`src/hdl/psr_pkg.sv`:
```
// Processor status register bank: offsets, fields, reset values.
// Shared by the bank and its oscillator counter; no other dependency.
package psr_pkg;

  // Register numbers
  localparam logic [7:0]  PSR_RAM_BASE    = 8'h00;
  localparam logic [7:0]  PSR_VEC_BASE    = 8'h01;
  localparam logic [7:0]  PSR_TILE_CTRL   = 8'h02;
  localparam logic [7:0]  PSR_BOOT_STAT   = 8'h03;
  localparam logic [7:0]  PSR_SEC_CFG     = 8'h05;
  localparam logic [7:0]  PSR_OSC_CTRL    = 8'h06;
  localparam logic [7:0]  PSR_OSC_TCELL   = 8'h07;
  localparam logic [7:0]  PSR_OSC_TWIRE   = 8'h08;
  localparam logic [7:0]  PSR_OSC_PCELL   = 8'h09;
  localparam logic [7:0]  PSR_OSC_PWIRE   = 8'h0a;
  localparam logic [7:0]  PSR_SAVED_STAT  = 8'h10;

  // Resource identifier layout
  localparam logic [7:0]  PSR_RES_TAG     = 8'h0c;
  localparam int          PSR_RES_NUM_LSB = 8;

  // Reset values and write masks
  localparam logic [31:0] PSR_RAM_RST     = 32'h0001_0000;
  localparam logic [31:0] PSR_RAM_WMASK   = 32'hffff_fffc;
  localparam logic [31:0] PSR_VEC_WMASK   = 32'hffff_0000;
  localparam logic [31:0] PSR_ZERO        = 32'h0000_0000;

  // Field positions
  localparam int          PSR_DIV_EN_BIT  = 4;
  localparam int          PSR_DIV_DYN_BIT = 5;
  localparam int          PSR_TILE_LSB    = 16;
  localparam int          PSR_OTP_BIT     = 8;
  localparam int          PSR_PINS_LSB    = 0;
  localparam int          PSR_OSC_T_BIT   = 1;
  localparam int          PSR_OSC_P_BIT   = 0;
  localparam int          PSR_VEC_LSB     = 16;

  // Oscillator counters
  localparam int          PSR_NUM_OSC     = 4;
  localparam int          PSR_CNT_W       = 16;
  localparam logic [15:0] PSR_CNT_ONE     = 16'h0001;
  localparam logic [15:0] PSR_CNT_ZERO    = 16'h0000;

  // Power-saving divider: one tile clock enable every 8 core clocks
  localparam int          PSR_DIV_W       = 3;
  localparam logic [2:0]  PSR_DIV_LAST    = 3'h7;
  localparam logic [2:0]  PSR_DIV_ZERO    = 3'h0;
  localparam logic [2:0]  PSR_DIV_ONE     = 3'h1;

endpackage

```
`src/hdl/psr_status_bank.sv`:
```
// Processor status register bank of one compute tile.
// Assumes the tile processor issues status reads and writes one at a
// time, synchronous to core_clk, and waits for ps_ack.
//
// Functional notes
// - RAM base resets to 0x00010000; bits 31:2 writable, 1:0 read zero.
// - Vector target is vector base 31:16 joined with the event vector.
// - Tile control bit 4 resets low and enables the clock divider.
// - Bit 5 picks dynamic (all cores paused) or static divider action.
// - Boot status 23:16 shows the tile number on the switch.
// - Boot status bit 8 shows one-time-programmable boot enable.
// - Boot status 7:0 shows the sampled boot select pins.
// - Security configuration shows the security word copy, read-only.
// - Four free-running ring oscillators each have their own counter, clocked by core_clk.
// - Oscillator control bit 1 runs the two tile oscillators.
// - Oscillator control bit 0 runs the two peripheral oscillators.
// - Oscillators are asynchronous to the tile clock; counts are random.
// - Counts sit in bits 15:0 of registers 0x07 to 0x0a, read-only.
// - System reset does not clear the oscillator counters.
// - Register 0x10 holds the status snapshot taken at debugger entry.
// - Registers are reached only by status reads and writes by number.
`timescale 1ns/10ps
module psr_status_bank
  import psr_pkg::*;
(
  input  wire logic        core_clk,
  input  wire logic        nrst,
  input  wire logic        pwr_on_rst_n,
  // Processor status access
  input  wire logic        ps_rd,
  input  wire logic        ps_wr,
  input  wire logic [15:0] ps_res_id,
  input  wire logic [31:0] ps_wdata,
  output logic [31:0]      ps_rdata,
  output logic             ps_ack,
  output logic             ps_err,
  // Address formation
  output logic [31:0]      ram_base_addr,
  input  wire logic        event_take,
  input  wire logic [15:0] event_vector,
  output logic [31:0]      vector_target_addr,
  // Clock divider
  input  wire logic        cores_all_paused,
  output logic             div_active,
  output logic             tile_clk_en,
  // Boot and security sources
  input  wire logic [7:0]  tile_number,
  input  wire logic        otp_boot_en,
  input  wire logic        boot_select_pin_0,
  input  wire logic        boot_select_pin_1,
  input  wire logic [5:0]  boot_select_pin_hi,
  input  wire logic        otp_sec_valid,
  input  wire logic [31:0] otp_security_word,
  // Debug snapshot
  input  wire logic        dbg_enter,
  input  wire logic [31:0] saved_status_snapshot,
  // Ring oscillators
  input  wire logic [3:0]  osc_level,
  output logic             osc_tile_run,
  output logic             osc_periph_run
);

  typedef struct packed {
    logic [31:0]          ram_base;
    logic [31:0]          vec_base;
    logic                 div_en;
    logic                 div_dyn;
    logic                 osc_tile;
    logic                 osc_periph;
    logic                 strap_done;
    logic [7:0]           boot_pins;
    logic [31:0]          sec_word;
    logic [31:0]          saved;
    logic [31:0]          vec_tgt;
    logic [PSR_DIV_W-1:0] div_cnt;
    logic                 div_tick;
    logic [31:0]          rdata;
    logic                 ack;
    logic                 err;
  } psr_bank_state_t;

  psr_bank_state_t              st_ff;
  psr_bank_state_t              nxt_st;
  logic [PSR_CNT_W-1:0]         osc_count [PSR_NUM_OSC];
  logic [PSR_NUM_OSC-1:0]       osc_run;
  logic [7:0]                   reg_num;
  logic                         tag_ok;
  logic                         req;
  logic                         known;
  logic [31:0]                  rd_val;
  logic [31:0]                  boot_word;
  logic [31:0]                  ctrl_word;
  logic [31:0]                  osc_word;
  logic                         div_on;

  // Tile oscillators are counters 0 and 1, peripheral ones 2 and 3
  assign osc_run = {st_ff.osc_periph, st_ff.osc_periph,
                    st_ff.osc_tile, st_ff.osc_tile};

  genvar gi;
  generate
    for (gi = 0; gi < PSR_NUM_OSC; gi++)
    begin : g_osc
      psr_ring_counter u_cnt (
        .core_clk     (core_clk),
        .nrst         (nrst),
        .pwr_on_rst_n (pwr_on_rst_n),
        .osc_level    (osc_level[gi]),
        .run          (osc_run[gi]),
        .count        (osc_count[gi])
      );
    end
  endgenerate

  // Request decode
  assign reg_num = ps_res_id[PSR_RES_NUM_LSB +: 8];
  assign tag_ok  = (ps_res_id[PSR_RES_NUM_LSB-1:0] == PSR_RES_TAG);
  assign req     = ps_rd | ps_wr;

  // Composite read words, reserved bits zero
  always_comb
  begin
    boot_word = PSR_ZERO;
    boot_word[PSR_TILE_LSB +: 8] = tile_number;
    boot_word[PSR_OTP_BIT] = otp_boot_en;
    boot_word[PSR_PINS_LSB +: 8] = st_ff.boot_pins;
    ctrl_word = PSR_ZERO;
    ctrl_word[PSR_DIV_EN_BIT] = st_ff.div_en;
    ctrl_word[PSR_DIV_DYN_BIT] = st_ff.div_dyn;
    osc_word = PSR_ZERO;
    osc_word[PSR_OSC_T_BIT] = st_ff.osc_tile;
    osc_word[PSR_OSC_P_BIT] = st_ff.osc_periph;
  end

  // Register number to read value
  always_comb
  begin
    known  = 1'b1;
    rd_val = PSR_ZERO;
    case (reg_num)
      PSR_RAM_BASE:
      begin
        rd_val = st_ff.ram_base & PSR_RAM_WMASK;
      end
      PSR_VEC_BASE:
      begin
        rd_val = st_ff.vec_base & PSR_VEC_WMASK;
      end
      PSR_TILE_CTRL:
      begin
        rd_val = ctrl_word;
      end
      PSR_BOOT_STAT:
      begin
        rd_val = boot_word;
      end
      PSR_SEC_CFG:
      begin
        rd_val = st_ff.sec_word;
      end
      PSR_OSC_CTRL:
      begin
        rd_val = osc_word;
      end
      PSR_OSC_TCELL:
      begin
        rd_val = {16'h0000, osc_count[0]};
      end
      PSR_OSC_TWIRE:
      begin
        rd_val = {16'h0000, osc_count[1]};
      end
      PSR_OSC_PCELL:
      begin
        rd_val = {16'h0000, osc_count[2]};
      end
      PSR_OSC_PWIRE:
      begin
        rd_val = {16'h0000, osc_count[3]};
      end
      PSR_SAVED_STAT:
      begin
        rd_val = st_ff.saved;
      end
      default:
      begin
        known  = 1'b0;
      end
    endcase
  end

  // Divider acts when enabled and, in dynamic mode, all cores paused
  assign div_on = st_ff.div_en &
                  (!st_ff.div_dyn | cores_all_paused);

  always_comb
  begin
    nxt_st      = st_ff;
    nxt_st.ack  = req;
    nxt_st.err  = req & !(tag_ok & known);
    nxt_st.rdata = PSR_ZERO;

    // Read answers in the following cycle; writes answer zero
    if (ps_rd && !ps_wr && tag_ok)
    begin
      nxt_st.rdata = rd_val;
    end

    // Writes touch only writable bits
    if (ps_wr && tag_ok)
    begin
      case (reg_num)
        PSR_RAM_BASE:
        begin
          nxt_st.ram_base = ps_wdata & PSR_RAM_WMASK;
        end
        PSR_VEC_BASE:
        begin
          nxt_st.vec_base = ps_wdata & PSR_VEC_WMASK;
        end
        PSR_TILE_CTRL:
        begin
          nxt_st.div_en  = ps_wdata[PSR_DIV_EN_BIT];
          nxt_st.div_dyn = ps_wdata[PSR_DIV_DYN_BIT];
        end
        PSR_OSC_CTRL:
        begin
          nxt_st.osc_tile   = ps_wdata[PSR_OSC_T_BIT];
          nxt_st.osc_periph = ps_wdata[PSR_OSC_P_BIT];
        end
        default:
        begin
          nxt_st.ram_base = st_ff.ram_base;
        end
      endcase
    end

    // Boot pins caught once, first cycle after reset release
    if (!st_ff.strap_done)
    begin
      nxt_st.strap_done = 1'b1;
      nxt_st.boot_pins  = {boot_select_pin_hi,
                           boot_select_pin_1,
                           boot_select_pin_0};
    end

    if (otp_sec_valid)
    begin
      nxt_st.sec_word = otp_security_word;
    end

    if (dbg_enter)
    begin
      nxt_st.saved = saved_status_snapshot;
    end

    if (event_take)
    begin
      nxt_st.vec_tgt = {st_ff.vec_base[31:PSR_VEC_LSB],
                        event_vector};
    end

    // Divider: one enable pulse per full count while active
    nxt_st.div_tick = 1'b0;
    if (div_on)
    begin
      if (st_ff.div_cnt == PSR_DIV_LAST)
      begin
        nxt_st.div_cnt  = PSR_DIV_ZERO;
        nxt_st.div_tick = 1'b1;
      end
      else
      begin
        nxt_st.div_cnt = st_ff.div_cnt + PSR_DIV_ONE;
      end
    end
    else
    begin
      nxt_st.div_cnt = PSR_DIV_ZERO;
    end

    if (!nrst)
    begin
      nxt_st            = '0;
      nxt_st.ram_base   = PSR_RAM_RST;
      nxt_st.div_en     = 1'b0;
      nxt_st.div_dyn    = 1'b0;
      nxt_st.osc_tile   = 1'b0;
      nxt_st.osc_periph = 1'b0;
    end
  end

  always_ff @(posedge core_clk)
  begin
    st_ff <= nxt_st;
  end

  assign ps_rdata           = st_ff.rdata;
  assign ps_ack             = st_ff.ack;
  assign ps_err             = st_ff.err;
  assign ram_base_addr      = st_ff.ram_base;
  assign vector_target_addr = st_ff.vec_tgt;
  assign div_active         = div_on;
  // Full-rate enable when the divider is idle
  assign tile_clk_en        = div_on ? st_ff.div_tick : 1'b1;
  assign osc_tile_run       = st_ff.osc_tile;
  assign osc_periph_run     = st_ff.osc_periph;

endmodule // psr_status_bank

```
`src/hdl/psr_ring_counter.sv`:
```
// One ring oscillator counter of the processor status bank.
// Assumes osc_level toggles from a free-running oscillator cell that
// runs at under half the core clock rate.
`timescale 1ns/10ps
module psr_ring_counter
  import psr_pkg::*;
(
  input  wire logic                 core_clk,
  input  wire logic                 nrst,
  input  wire logic                 pwr_on_rst_n,
  input  wire logic                 osc_level,
  input  wire logic                 run,
  output logic [PSR_CNT_W-1:0]      count
);

  typedef struct packed {
    logic                 sync1;
    logic                 sync2;
    logic                 prev;
    logic [PSR_CNT_W-1:0] cnt;
  } psr_cnt_state_t;

  psr_cnt_state_t st_ff;
  psr_cnt_state_t nxt_st;

  always_comb
  begin
    nxt_st       = st_ff;
    // Oscillator is asynchronous: two-stage synchroniser
    nxt_st.sync1 = osc_level;
    nxt_st.sync2 = st_ff.sync1;
    nxt_st.prev  = st_ff.sync2;
    if (run && st_ff.sync2 && !st_ff.prev)
    begin
      nxt_st.cnt = st_ff.cnt + PSR_CNT_ONE;
    end
    if (!nrst)
    begin
      // System reset leaves the count alone; the synchroniser keeps
      // tracking so no false edge follows release
      nxt_st.cnt   = st_ff.cnt;
    end
  end

  always_ff @(posedge core_clk)
  begin
    if (!pwr_on_rst_n)
    begin
      st_ff <= '0;
    end
    else
    begin
      st_ff <= nxt_st;
    end
  end

  assign count = st_ff.cnt;

endmodule // psr_ring_counter

```
`config.mk`:
```
export PLATFORM = sky130hd
export DESIGN_NAME = psr_status_bank
export DESIGN_NICKNAME = d
export VERILOG_FILES = /design/src/hdl/psr_pkg.sv /design/src/hdl/psr_status_bank.sv /design/src/hdl/psr_ring_counter.sv
export SDC_FILE = /design/constraint.sdc
export NUM_CORES = 1
export LEC_CHECK = 0
export ABC_AREA = 1
export BUFFER_PORTS_ARGS = -buffer_cell sky130_fd_sc_hd__buf_2
export CORE_ASPECT_RATIO = 0.7
export CORE_MARGIN = 4
export CORE_UTILIZATION = 45
export DETAILED_ROUTE_END_ITERATION = 8
export PLACE_DENSITY = 0.67
export SKIP_CTS_REPAIR_TIMING = 1
export SLEW_MARGIN = 10
export SYNTH_ARGS = -nofsm -noshare
export SYNTH_HDL_FRONTEND = slang
export SYNTH_SLANG_ARGS = --single-unit
```
`constraint.sdc`:
```
create_clock -name core_clk -period 3.8 [get_ports core_clk]
set_input_delay 1.14 -clock core_clk [delete_from_list [all_inputs] [get_ports core_clk]]
set_output_delay 1.14 -clock core_clk [all_outputs]
set_load 0.02 [all_outputs]
```
==> results.md <==
- DR DRC count: 0
- Placeable core region: 26,700 um^2
- Master cell of the clock root buffer: sky130_fd_sc_hd__clkbuf_16
- Number of placement rows: 50
- Final number of max-transition violations: 0
- CTS tree: built
- Number of global-route vias before repair: 10,500
- Max stage delay on crit path: 0.37 ns
- Unrepaired setup endpoints after global routing: no
- Total power per unit cell area: 428 nW/um^2
- Number of top-level pins: 260
- Initial Util: 45.7%
- Number of flops mapped to enable cells by yosys: 0
- Post-Synthesis Cells: 1,688
- Max Buffers Root-to-Sink: 3
- Combined area of all synthesized cells: 12,200 um^2
- Result of the run: finished, final reports clean
- Total die area: 29,900 um^2
- Initial antenna violation count: 5
- Fillcell total: 2,664
- Clk_skew: between 0.02 and 0.03 ns
- Final period utilization: 79.5%
- Avg Cell Area, Syn: 7.23 um^2
- H-tree Lvls: 1
- Number of instances in the placed design: 2,154
- Total setup violations reported at the end of the flow: 0
- YS warnings: 0
- Overall routed net length: 38.2 mm
- Final-layout worst hold slack: 0.411 ns
- Most common cell type on the critical path: sky130_fd_sc_hd__buf_2
- Leading cell types by count after synthesis: sky130_fd_sc_hd__nor2_1 (372), sky130_fd_sc_hd__dfxtp_1 (269), sky130_fd_sc_hd__nand2_1 (210)
- Top_reg_cell synth: sky130_fd_sc_hd__dfxtp_1
- Number of buffers inserted during clock tree synthesis: 27
- Area share of the leading cell type in the synthesized netlist: 44.1%
- Max capacitance violation total: 0
- Overall power: 5910 uW
- Drt first-iter violations: 1,043
- Peak fanout along the critical path: 4
- Die height: 146 um
- Achievable clock frequency: 331 MHz
- Cell taking the most area after synthesis: sky130_fd_sc_hd__dfxtp_1
- Maximum number of pins on one net before global-route repair: 88
- Nets@finish: 1,983
- Critical Path Source Type: input pin
- Leakage Power: 0.00615 uW
- Average wire per standard cell: 17.3 um
- Router iterations before antenna repair: 5
- Headroom to the max-slew limit: 27.1%
- Global-route wire length before repair: roughly 59 mm
- Share of cells above drive strength 1: a little over a fifth
- Dominant cell by count in the synthesized netlist: sky130_fd_sc_hd__nor2_1
- Total clock sinks: 269
- Final min period: 3.02 ns
- Crit path capture type: output pin
- Fin Setup TNS: 0 ns
- Synth async-reset ratio: 0%
- All-Layer GR Usage: 24.5%
- Area Growth Syn to Fin: 13.2%
- Worst-margin pin slew: 1.09 ns
- Routability congestion estimate: 0.952
- Global-route congestion overflow total: 0
- Crit path cell chain: buf_2 > inv_1 > a21boi_0 > nand2_1 > buf_2
- Classification of the worst-slack hold path: flip-flop to flip-flop
- Later-pin clock latency in the skew report: 0.55 ns
- Buf/Inv on CP: 3
- Sequential cell area fraction in the yosys report: 44.1%
- HPWL reported at the end of detailed placement: 28.3 mm
- I/O Buffers: 257
- Number of hold-slack violations in the final timing report: 0
- Data arrival time of the worst path: 1.88 ns
- Chip Width: just over 200 um
- Data required, critical path: 2.66 ns
- Worst vdd rail ir drop: 0.310 mV
- DR vias: 11,400
- Setup Crit Path Kind: input pin to output pin
- Non-filler instance count after layout: around 2,200
- Post-route ant nets: 0
- Post-synthesis cell type count: 35
- Flip-flop and latch count after synthesis: ~270
- Top delay family on crit path: compound AO/OA/AOI/OAI gates
- Slowest stage cell, crit path: sky130_fd_sc_hd__a21boi_0
- Largest cells by area after synthesis: sky130_fd_sc_hd__dfxtp_1 (44%), sky130_fd_sc_hd__nor2_1 (11%), sky130_fd_sc_hd__o21ai_0 (7.8%), sky130_fd_sc_hd__buf_4 (6.7%), sky130_fd_sc_hd__nand2_1 (6.5%)
- Post-DR vias/cell: between 5 and 6
- Clock-pin slew on the worst setup and hold paths: 0.06 ns
flip-flops by register name, indices dropped and copies added, names as in the netlist:
| signal | flops |
|---|---|
| boot_word | 8 |
| ctrl_word | 2 |
| g_osc.u_cnt.count | 64 |
| g_osc.u_cnt.nxt_st | 8 |
| g_osc.u_cnt.st_ff | 4 |
| osc_periph_run | 1 |
| osc_tile_run | 1 |
| ps_ack | 1 |
| ps_err | 1 |
| ps_rdata | 32 |
| ram_base_addr | 30 |
| st_ff | 85 |
| vector_target_addr | 32 |
where the power goes:
group	internal, uW	switching, uW	leakage [uW]
Clock	1460	1120	0.000429
Sequential	2900	42.9	0.00220
Combinational	139	246	0.00353
cell usage in the layout (no fill, tap or decap), types with 8 or more instances in the layout:
cell,n
sky130_fd_sc_hd__o21ai_0,190
sky130_fd_sc_hd__nand2_2,13
sky130_fd_sc_hd__nor2_1,372
sky130_fd_sc_hd__clkinv_2,8
sky130_fd_sc_hd__nand3_1,136
sky130_fd_sc_hd__nand4_1,32
sky130_fd_sc_hd__buf_2,256
sky130_fd_sc_hd__buf_4,20
sky130_fd_sc_hd__nor2_4,12
sky130_fd_sc_hd__nor2_2,39
sky130_fd_sc_hd__a21oi_1,66
sky130_fd_sc_hd__nor3_1,8
sky130_fd_sc_hd__nand2_1,210
sky130_fd_sc_hd__xor2_1,12
sky130_fd_sc_hd__clkbuf_8,8
sky130_fd_sc_hd__clkbuf_16,27
sky130_fd_sc_hd__inv_2,10
sky130_fd_sc_hd__dfxtp_1,269
sky130_fd_sc_hd__inv_1,110
final timing paths:
path                        startpoint                        end  slack, ns  cells after the start
min          g_osc[0].u_cnt.nxt_st[17]  g_osc[0].u_cnt.nxt_st[16]       0.41                      2
max reg2reg  g_osc[3].u_cnt.nxt_st[16]    g_osc[3].u_cnt.count[4]       2.22                      9
max                   cores_all_paused                tile_clk_en       0.78                      5
min reg2reg  g_osc[0].u_cnt.nxt_st[17]  g_osc[0].u_cnt.nxt_st[16]       0.41                      2
through the flow:
stage                     setup slack, ns  area (um^2)  util [%]
after floorplan                     0.541        12200         -
after global placement              0.831        13000      48.5
after detailed placement            0.737        13000      48.5
after CTS                           0.768        13800      51.7
after global routing                0.658        13800      51.8
final                               0.778        13800      51.8
layout make-up:
| type | instances | area (um^2) | area share [%] |
|---|---|---|---|
| sequential | 269 | 5390 | 38.9 |
| multi-input combinational | 1123 | 5240 | 37.9 |
| timing repair buffer | 276 | 1430 | 10.4 |
| clock buffer | 41 | 808 | 5.85 |
| inverter | 122 | 459 | 3.32 |
| tap | 364 | 455 | 3.29 |
| clock inverter | 8 | 43.8 | 0.317 |
| antenna | 3 | 7.51 | 0.0543 |
worst reg2reg max path: cells and delay by family, from the launching register on:
family,cells,cell delay [ns]
AND/OR/NAND/NOR,5,0.75
buffers and inverters,3,0.26
AO/OA/AOI/OAI,1,0.15
flip-flops,1,0.33
cell families (layout without fill, tap and decap cells):
| kind of cell | after synthesis | in the layout | synth area share [%] |
|---|---|---|---|
| buffers and inverters | 297 | 447 | 13.0 |
| DFF | 269 | 269 | 44.1 |
| other | 1 | 5 | 0.0307 |
| AOI/OAI and AO/OA | 266 | 266 | 11.1 |
| and+or+nand+nor | 835 | 835 | 30.1 |
| adders and majority gates | 6 | 6 | 0.615 |
| xor gates and xnor gates | 14 | 14 | 1.00 |
metal layers:
layer / vias to the layer above / track usage (%) / share of wire (%)
met5: - / 0 / 0.071
met4: 4 / 4.92 / 1.9
met3: 59 / 7.13 / 12
met2: 538 / 34.3 / 39
met1: 5188 / 37.4 / 47
li1: 5592 / - / -
Note: power is estimated with default switching activity, not from simulation.
